### src/logic/tscfg_consts.svh
/*
 * Constants of the thermal sensor capability and configuration registers:
 * pointer values, field positions, fixed contents and reset values.
 * Assumes inclusion by the register module only.
 */
`ifndef TSCFG_CONSTS_SVH
`define TSCFG_CONSTS_SVH

// ----------------------------------------------------------------------
// Pointer locations
// ----------------------------------------------------------------------
`define TSCFG_PTR_CAP        8'h00
`define TSCFG_PTR_CFG        8'h01
`define TSCFG_PTR_RESET      8'h00

// ----------------------------------------------------------------------
// Capability register fields and fixed value
// ----------------------------------------------------------------------
`define TSCFG_CAP_RSVD_MSB   15
`define TSCFG_CAP_RSVD_LSB   6
`define TSCFG_CAP_HV_BIT     5
`define TSCFG_CAP_RES_MSB    4
`define TSCFG_CAP_RES_LSB    3
`define TSCFG_CAP_RES_VAL    2'h2
`define TSCFG_CAP_WIDE_BIT   2
`define TSCFG_CAP_ACC_BIT    1
`define TSCFG_CAP_ALARM_BIT  0
`define TSCFG_CAP_VALUE      16'h0037

// ----------------------------------------------------------------------
// Configuration register fields and reset value
// ----------------------------------------------------------------------
`define TSCFG_CFG_RSVD_MSB   15
`define TSCFG_CFG_RSVD_LSB   11
`define TSCFG_CFG_HYST_MSB   10
`define TSCFG_CFG_HYST_LSB   9
`define TSCFG_CFG_SHDN_BIT   8
`define TSCFG_CFG_CLOCK_BIT  7
`define TSCFG_CFG_WLOCK_BIT  6
`define TSCFG_CFG_WR_MASK    16'h07FF
`define TSCFG_CFG_RESET      16'h0000
`define TSCFG_RD_UNMAPPED    16'h0000

`endif

### src/logic/tscfg_pkg.sv
/*
 * Types of the thermal sensor capability and configuration registers.
 * Assumes the constants header is on the include path.
 */
package tscfg_pkg;

    // ------------------------------------------------------------------
    // Configuration register layout
    // ------------------------------------------------------------------
    typedef enum logic [1:0] {
        TSCFG_HYST_OFF,
        TSCFG_HYST_1P5C,
        TSCFG_HYST_3C,
        TSCFG_HYST_6C
    } tscfg_hyst_t;

    typedef struct packed {
        logic [4:0]  reserved_field;
        tscfg_hyst_t hysteresis_select;
        logic        shutdown_bit;
        logic        critical_lock;
        logic        window_lock;
        logic        clear_event;
        logic        event_status;
        logic        event_output_enable;
        logic        critical_only_select;
        logic        event_polarity;
        logic        event_mode;
    } tscfg_cfg_t;

    // ------------------------------------------------------------------
    // Byte stream from the serial engine
    // ------------------------------------------------------------------
    typedef struct packed {
        logic       valid;
        logic       is_pointer;
        logic [7:0] data;
    } tscfg_byte_t;

    typedef enum logic {
        TSCFG_WAIT_MSB,
        TSCFG_WAIT_LSB
    } tscfg_pair_t;

endpackage

### src/logic/tscfg_regs.sv
/*
 * Capability and configuration registers of a temperature sensor,
 * reached through an 8-bit pointer from the serial protocol engine.
 * Assumes the engine delivers received bytes as one-cycle strobes
 * synchronous to SYS_CLK_I, flags the pointer byte, and pulses
 * FRAME_START_I at every start condition.
 */
// Functional notes
// - Capability at pointer 00h, fixed, read-only
// - Capability bits 15:6 read zero
// - Capability bit 5 reads one
// - Capability resolution field reads binary 10
// - Capability bit 2 reads one
// - Capability bit 1 reads one
// - Capability bit 0 reads one
// - Configuration at pointer 01h, read/write, resets zero
// - Configuration bits 15:11 read-only zero
// - Configuration fields laid out as documented
// - Hysteresis codes off, 1.5, 3, 6 degrees
// - Locks freeze protected bits until released
// - Read-only writes acknowledged, contents unchanged
`include "tscfg_consts.svh"

module tscfg_regs
    import tscfg_pkg::*;
(
    // Clock and reset
    input  wire logic        SYS_CLK_I,
    input  wire logic        NRST_I,
    // Byte stream from the serial engine
    input  wire logic        FRAME_START_I,
    input  wire tscfg_byte_t BYTE_I,
    // Answers to the serial engine
    output logic             ACK_O,
    output logic [7:0]       PTR_O,
    output logic [15:0]      RD_DATA_O,
    // Configuration to the sensor core
    output tscfg_cfg_t       CFG_O
);

    // ------------------------------------------------------------------
    // State
    // ------------------------------------------------------------------
    logic [7:0]  ptr_q;
    logic [7:0]  msb_q;
    tscfg_pair_t pair_q;
    tscfg_cfg_t  cfg_q;
    tscfg_cfg_t  cfg_d;
    logic [15:0] wdata;
    logic        data_byte;
    logic        commit;
    logic        lock_any;
    logic [15:0] rd_d;

    assign data_byte = BYTE_I.valid && !BYTE_I.is_pointer;
    assign commit    = data_byte && (pair_q == TSCFG_WAIT_LSB);
    assign wdata     = {msb_q, BYTE_I.data};
    assign lock_any  = cfg_q.critical_lock || cfg_q.window_lock;

    // ------------------------------------------------------------------
    // Pointer
    // ------------------------------------------------------------------
    always_ff @(posedge SYS_CLK_I or negedge NRST_I) begin
        if (!NRST_I) begin
            ptr_q <= `TSCFG_PTR_RESET;
        end else if (BYTE_I.valid && BYTE_I.is_pointer) begin
            ptr_q <= BYTE_I.data;
        end
    end

    // ------------------------------------------------------------------
    // Byte pairing, most significant byte first
    // ------------------------------------------------------------------
    always_ff @(posedge SYS_CLK_I or negedge NRST_I) begin
        if (!NRST_I) begin
            pair_q <= TSCFG_WAIT_MSB;
            msb_q  <= 8'h00;
        end else if (FRAME_START_I || (BYTE_I.valid && BYTE_I.is_pointer)) begin
            pair_q <= TSCFG_WAIT_MSB;
        end else if (data_byte) begin
            case (pair_q)
                TSCFG_WAIT_MSB: begin
                    msb_q  <= BYTE_I.data;
                    pair_q <= TSCFG_WAIT_LSB;
                end
                TSCFG_WAIT_LSB: begin
                    pair_q <= TSCFG_WAIT_MSB;
                end
                default: begin
                    pair_q <= TSCFG_WAIT_MSB;
                end
            endcase
        end
    end

    // ------------------------------------------------------------------
    // Configuration register
    // ------------------------------------------------------------------
    always_comb begin
        cfg_d = tscfg_cfg_t'(wdata & `TSCFG_CFG_WR_MASK);
        cfg_d.reserved_field = 5'h00;
        if (lock_any) begin
            cfg_d.hysteresis_select = cfg_q.hysteresis_select;
            cfg_d.shutdown_bit      = cfg_q.shutdown_bit;
        end
    end

    always_ff @(posedge SYS_CLK_I or negedge NRST_I) begin
        if (!NRST_I) begin
            cfg_q <= tscfg_cfg_t'(`TSCFG_CFG_RESET);
        end else if (commit && (ptr_q == `TSCFG_PTR_CFG)) begin
            cfg_q <= cfg_d;
        end
    end

    // ------------------------------------------------------------------
    // Acknowledge: every received byte, whatever its target
    // ------------------------------------------------------------------
    always_ff @(posedge SYS_CLK_I or negedge NRST_I) begin
        if (!NRST_I) begin
            ACK_O <= 1'b0;
        end else begin
            ACK_O <= BYTE_I.valid;
        end
    end

    // ------------------------------------------------------------------
    // Read data for the pointed register
    // ------------------------------------------------------------------
    always_comb begin
        case (ptr_q)
            `TSCFG_PTR_CAP: rd_d = `TSCFG_CAP_VALUE;
            `TSCFG_PTR_CFG: rd_d = cfg_q;
            default:        rd_d = `TSCFG_RD_UNMAPPED;
        endcase
    end

    always_ff @(posedge SYS_CLK_I or negedge NRST_I) begin
        if (!NRST_I) begin
            RD_DATA_O <= `TSCFG_CAP_VALUE;
            PTR_O     <= `TSCFG_PTR_RESET;
            CFG_O     <= tscfg_cfg_t'(`TSCFG_CFG_RESET);
        end else begin
            RD_DATA_O <= rd_d;
            PTR_O     <= ptr_q;
            CFG_O     <= cfg_q;
        end
    end
endmodule

### config.mk
export PLATFORM = sky130hd
export DESIGN_NAME = tscfg_regs
export DESIGN_NICKNAME = d
export VERILOG_FILES = /design/src/logic/tscfg_pkg.sv /design/src/logic/tscfg_regs.sv
export VERILOG_INCLUDE_DIRS = /design/src /design/src/logic
export SDC_FILE = /design/constraint.sdc
export NUM_CORES = 1
export LEC_CHECK = 0
export BUFFER_PORTS_ARGS = -buffer_cell sky130_fd_sc_hd__buf_2
export CAP_MARGIN = 0
export CORE_MARGIN = 1.5
export CORE_UTILIZATION = 45
export CTS_CLUSTER_SIZE = 14
export DETAILED_ROUTE_END_ITERATION = 12
export GPL_TIMING_DRIVEN = 0
export PLACE_DENSITY = 0.71
export SETUP_SLACK_MARGIN = 0.5
export SYNTH_ARGS = -nofsm -noshare
export SYNTH_HDL_FRONTEND = slang
export SYNTH_SLANG_ARGS = --single-unit
### constraint.sdc
create_clock -name SYS_CLK_I -period 1.9 [get_ports SYS_CLK_I]
set_input_delay 0.38 -clock SYS_CLK_I [delete_from_list [all_inputs] [get_ports SYS_CLK_I]]
set_output_delay 0.38 -clock SYS_CLK_I [all_outputs]
set_load 0.02 [all_outputs]
==> results of run 1 <==
[stage by stage]
step / area [sq um] / hold WS, ns / utilization, %
4_1_cts: 2430 / 0.241 / 60.0
5_1_grt: 2450 / 0.240 / 60.5
2_1_floorplan: 1950 / 0.0844 / -
3_5_place_dp: 2230 / 0.383 / 54.9
6_report: 2450 / 0.247 / 60.5
3_3_place_gp: 2230 / 0.379 / 54.9
[power breakdown]
| group | internal, mW | switching [mW] |
|---|---|---|
| logic | 0.112 | 0.143 |
| clock network | 0.295 | 0.349 |
| registers | 1.22 | 0.0526 |
| total | 1.63 | 0.545 |
[final cells by class]
class,instances,share of cell area [%]
inverter,6,0.918
multi-input combinational,57,22.7
sequential,54,55.4
clock inverter,1,0.204
tap,50,2.55
buffer,11,3.67
timing repair buffer,50,11.1
clock buffer,7,3.52
[logic make-up after synthesis]
kind of cell	Yosys count	synth area share (%)
flops	54	71.0
mux	23	15.1
simple gates	19	6.74
buf+inv	17	5.69
compound gates	5	1.31
other cells	1	0.196
[flip-flops by register name, summed over array words and instances (netlist names)]
signal,flops
CFG_O,11
RD_DATA_O,11
cfg_q,11
PTR_O,8
ptr_q,8
msb_q,3
ACK_O,1
pair_q,1
[worst paths after layout]
check	start	end	slack, ns	cells past startpoint
worst max register to register	ptr_q[3]	cfg_q[4]	-0.06	4
worst min register to register	cfg_q[10]	CFG_O[10]	0.41	0
worst max-delay path	ptr_q[3]	cfg_q[4]	-0.06	4
min in group asynchronous	NRST_I	CFG_O[5]	0.31	1
worst min-delay path	FRAME_START_I	pair_q	0.25	2
max in group asynchronous	NRST_I	ptr_q[1]	0.82	1
[metal layers]
layer | vias to the layer above | track usage (%)
met2 | 38 | 30.2
met4 | 0 | 9.25
li1 | 510 | -
met3 | 4 | 2.14
met1 | 547 | 18.8
met5 | - | 0
[repair_timing]
item	in CTS	in global routing
setup endpoints to repair	25	22
pin swaps	4	1
resized for setup	14	5
gates cloned	0	0
setup buffers	6	1
[synthesized netlist by cell type (all sizes together)]
cell type and n:
mux2 23, or4 2, nand3b 1, or3 1, or2 1, inv 6, nor3 1, dfrtp 49
nor4 1, conb 1, nor2 2, and2 6, nand4bb 1, buf 11, a21oi 5, dfstp 5
nand2b 1, nor4b 1, nand2 1
==> metrics, run 1 <==
Ys Warns 0; WL met3 159 microns; Max Cap Violations 0; Yosys reg bits 54; clk_skew 0.00593 ns; synthesis-to-finish area growth 28.3%; RSZ-0062 raised after global routing yes; initial antenna violation count 0; Final Hold Fails 0; Met2 Wirelength 1980 microns; NumNets Final 198; die height 68.2 microns; critical-path cell with the highest stage delay or4_4; largest cells by area after synthesis dfrtp_1 64%, mux2_2 8.8%, dfstp_2 6.9%, mux2_4 6.3%, buf_4 3.9%; failing checks setup timing; initial cell density of the core 47.1%; VDD IR-drop max 0.355 mV; most common cell after layout, fill and taps aside dfrtp_1; CP Class register to register; Clock Sinks 54; total track usage 16.6%; register area share after synthesis 71.0%; uppermost routed layer met4; area of the multi-input gates 557 sq um; H-tree depth 2; fmax 510 MHz; Tcrit/Tclk final 103%; critical path launch point type register; most frequent cells in the layout 48 x dfrtp_1, 43 x buf_2, 16 x buf_4, 13 x mux2_2; Worst slew margin 22.9%; Register Area 1360 sq um; Cells after DPL 221; IO buf count 43; Synth top area share 64.1%; CP Data Arrival Time 2.15 ns; vias per cell 4.66; CTS Root Cell clkbuf_8; Starting DRT DRC Count 59; Critical Path RT 2.09 ns; io pins 54; CTS Buf Count 5; Die W 68.2 microns; RePlAce Congestion 0.718; wl on met1 1380 microns; max-slew violations 0; post-route ant nets 0; synthesized cell area 1910 sq um; Setup WS pre-CTS -0.262 ns; clock-pin slew on the worst setup and hold paths 0.09 ns; Worst Tran Pin Value 1.16 ns; Non-Filler Instances 236; CORE AREA 4060 sq um; CP most frequent cell or4_4; Yosys cell types 21; CP Capture Type register; Cell Rows 23; vias in the first global route 1150; routed via count 1099; HPWL reported at the end of detailed placement 2360 microns; grt ovf 0; per-cell routed wire length 15.2 microns; CTS tree yes; setup ws final -0.0594 ns; global-route wire length before repair 5440 microns; worst skew pair latency 0.30 ns; full die area 4650 sq um; CTS Buffer Depth 2; status finished with violations; CP bufs+invs 1; PD cells 886 nW/um^2; share of cells above drive strength 1 60.2%; CP cell instances or4_4, or4_4, buf_8, mux2_4; antenna diode count 0; drt first pass iters 4; Mean Syn Cell Area 16.1 sq um; DRC viols 0; leakage power 1.29 nW; minimum clock period 1.96 ns; area leader, netlist dfrtp_1; worst min-delay path class primary input to register; Routed WL 3580 microns; Fin Setup TNS -0.452 ns; CP max stage delay 0.57 ns; post-route total power 2.17 mW; Max FO, Critical Path 8; Post-CTS Hold Buffers 0; Setup-failing EPs final 10; fillers 335; Post-Synthesis Cells 119; CP top delay family simple AND/OR/NAND/NOR gates; largest net degree at the start of global routing 55
(Power assumes the default switching activity.)
==> run 2, diff against run 1 <==
--- a/config.mk
+++ b/config.mk
@@ -6,6 +6,7 @@
 export SDC_FILE = /design/constraint.sdc
 export NUM_CORES = 1
 export LEC_CHECK = 0
+export ABC_AREA = 1
 export BUFFER_PORTS_ARGS = -buffer_cell sky130_fd_sc_hd__buf_2
 export CAP_MARGIN = 0
 export CORE_MARGIN = 1.5
@@ -14,7 +15,7 @@
 export DETAILED_ROUTE_END_ITERATION = 12
 export GPL_TIMING_DRIVEN = 0
 export PLACE_DENSITY = 0.71
-export SETUP_SLACK_MARGIN = 0.5
+export SETUP_SLACK_MARGIN = 0.15
 export SYNTH_ARGS = -nofsm -noshare
 export SYNTH_HDL_FRONTEND = slang
 export SYNTH_SLANG_ARGS = --single-unit
==> run 2 against run 1 <==
The flow now finishes without violations. Core utilization shrank 3.1 points. Final cell count increased by 17%. Cell area fell by 5.0%. Critical path type unchanged. Critical path depth is 3 higher. Global-route usage down 1.1 points. Sequential power is essentially flat. Sequential share of layout area grew 2.9 points.
==> metrics, run 2 <==
Worst slew margin 25.2% (+2.4 points); routed via count 1196 (+8.8%); full die area 4690 sq um (+0.75%); initial cell density of the core 47.5% (+0.37 points); NumNets Final 239 (+21%); RePlAce Congestion 0.706 (-1.6%); synthesis-to-finish area growth 20.8%; grt ovf 0 (unchanged); max-slew violations 0 (unchanged); CTS Buf Count 5 (unchanged); RSZ-0062 raised after global routing no; worst min-delay path class primary input to register; CP Capture Type register; WHS 0.221 ns (-0.0256 ns); CTS Root Cell clkbuf_8; status completed; die height 68.5 microns (+0.37%); VDD IR-drop max 0.483 mV (+36%); antenna diode count 0 (unchanged); area leader, netlist dfrtp_1; initial antenna violation count 0 (unchanged); Yosys cell types 18 (-14%); Tcrit/Tclk final 72.1% (-31 points); Max FO, Critical Path 10 (+2); worst skew pair latency 0.31 ns (about the same); Synth top cells by count 49 x dfrtp_1, 38 x nand2_1, 18 x inv_1, 14 x nor2_1, 11 x o21ai_0; post-route total power 2.12 mW (-2.5%); Post-CTS Resized 0 (-14); Yosys reg bits 54 (unchanged); Cell Rows 23 (unchanged); per-cell routed wire length 11.2 microns (-26%); Net Sw Power 0.555 mW (+1.8%); Routed WL 3090 microns (-14%); leakage power 1.30 nW (+0.55%); DRC viols 0 (unchanged); Die W 68.5 microns (+0.37%); Final Hold Fails 0 (unchanged); EDFF count, synth 0 (unchanged); Post-CTS Setup Repair Bufs 0 (-6); register area share after synthesis 70.4% (-0.55 points); PD cells 910 nW/um^2 (+2.7%); CP Class register to register; Sw Share 26.2% (+1.1 points); vias per cell 4.32 (-7.3%); CTS Buffer Depth 2 (unchanged); top-count cell post-synth dfrtp_1; CORE AREA 4060 sq um (unchanged); asr flop ratio synth 100% (unchanged); Int Pwr 1.57 mW (-4.0%); critical path launch point type register; fmax 730 MHz (+43%); most common cell after layout, fill and taps aside dfrtp_1; synthesized cell area 1930 sq um (+0.78%); IO buf count 43 (unchanged); Post-Synthesis Cells 167 (+40%); Final Cell Area 2330 sq um (-5.0%); Fin Setup TNS 0 ns (+0.452 ns); Synth top area share 63.6% (-0.50 points); Critical Path RT 2.11 ns (+0.02 ns); dpl cell area 2240 sq um (+0.51%); biggest regs CFG_O (11), RD_DATA_O (11), cfg_q (11); vias in the first global route 1168 (+1.6%); Post-CTS Hold Buffers 0 (unchanged); Clock Sinks 54 (unchanged); H-tree depth 2 (unchanged); total track usage 15.6% (-1.1 points); largest net degree at the start of global routing 55 (unchanged); io pins 54 (unchanged); Setup-failing EPs final 0 (-10); post-route ant nets 0 (unchanged); Clk network pwr share 29.1% (-0.5 points); clk_skew 0.00685 ns (+0.000922 ns); CTS tree yes; clock-pin slew on the worst setup and hold paths 0.09 ns (about the same); CP Data Arrival Time 1.58 ns (-0.57 ns); Logic pwr share 11.1% (-0.6 points); drt first pass iters 4 (unchanged); largest cells by area after synthesis dfrtp_1 64%, nand2_1 7.4%, dfstp_2 6.8%, buf_4 3.9%, o21ai_2 3.6%; Starting DRT DRC Count 113 (+92%); Reg power frac 59.8% (+1.1 points); Worst Tran Pin Value 1.12 ns (-0.0355 ns); HPWL reported at the end of detailed placement 2290 microns (-2.7%); minimum clock period 1.37 ns (-0.590 ns); predominant post-synthesis flop cell dfrtp_1; share of cells above drive strength 1 35.2% (-25 points); most frequent cells in the layout 49 x dfrtp_1, 43 x buf_2, 38 x nand2_1, 18 x inv_1, 14 x nor2_1; global-route wire length before repair 5310 microns (-2.4%); Ys Warns 0 (unchanged); Mean Syn Cell Area 11.5 sq um (-28%); Max Cap Violations 0 (unchanged)
run 2: area by class of cell:
class	count	area, sq um
clock buffers	5	68.8
clock inverters	3	21.3
well taps	50	62.6
repair buffers	43	215
inverters	18	67.6
fillers	348	1730
flip-flops and latches	54	1360
plain buffers	13	101
multi-input cells	91	435
run 2: cells by family (layout without fill, tap and decap cells):
| kind of cell | count (synthesis) | after routing | synth area share [%] |
|---|---|---|---|
| buffers and inverters | 31 | 82 | 8.76 |
| flip-flops | 54 | 54 | 70.4 |
| AO/OA/AOI/OAI | 20 | 20 | 6.88 |
| other | 1 | 10 | 0.194 |
| AND/OR/NAND/NOR | 61 | 61 | 13.8 |
run 2: worst paths after layout:
check / slack (ns) / start / cells past startpoint / endpoint
setup / recovery: 0.53 / ptr_q[7] / 7 / cfg_q[9]
hold / removal: 0.22 / BYTE_I[9] / 1 / ACK_O
setup reg to reg: 0.53 / ptr_q[7] / 7 / cfg_q[9]
hold reg to reg: 0.41 / ptr_q[7] / 0 / PTR_O[7]
max in group asynchronous: 0.94 / NRST_I / 1 / ptr_q[4]
min in group asynchronous: 0.29 / NRST_I / 1 / CFG_O[2]
run 2: per-stage QoR:
stage	cells	setup slack [ns]	utilization, %
floorplan	176	0.692	-
global placement	269	0.514	55.2
detailed placement	269	0.498	55.2
CTS	277	0.518	57.4
global route	277	0.410	57.4
finish	277	0.531	57.4
run 2: routing by layer:
layer | global-route usage, % | share of wire, % | vias to the layer above
met1 | 19.5 | 44 | 547
met5 | 0 | 0 | -
met3 | 4.61 | 5.4 | 6
met2 | 25.0 | 49 | 32
li1 | - | - | 611
met4 | 6.75 | 1.8 | 0
run 2: power groups by stage:
stage | Combinational [mW] | Clock (mW) | Sequential [mW]
final | 0.235 | 0.617 | 1.27
after global routing | 0.264 | 0.696 | 1.28
after global placement | 0.234 | 0 | 1.29
after CTS | 0.239 | 0.647 | 1.27
after floorplan | 0.104 | 0 | 1.33
after detailed placement | 0.239 | 0 | 1.29
run 2: critical path, cell delays in order, from the launching register on:
cell and delay [ns]:
dfrtp_1 0.40, nor2_1 0.18, nand2_1 0.09, nor2_2 0.21
buf_6 0.16, nand3_1 0.11, nand2_1 0.09, nand2_1 0.05
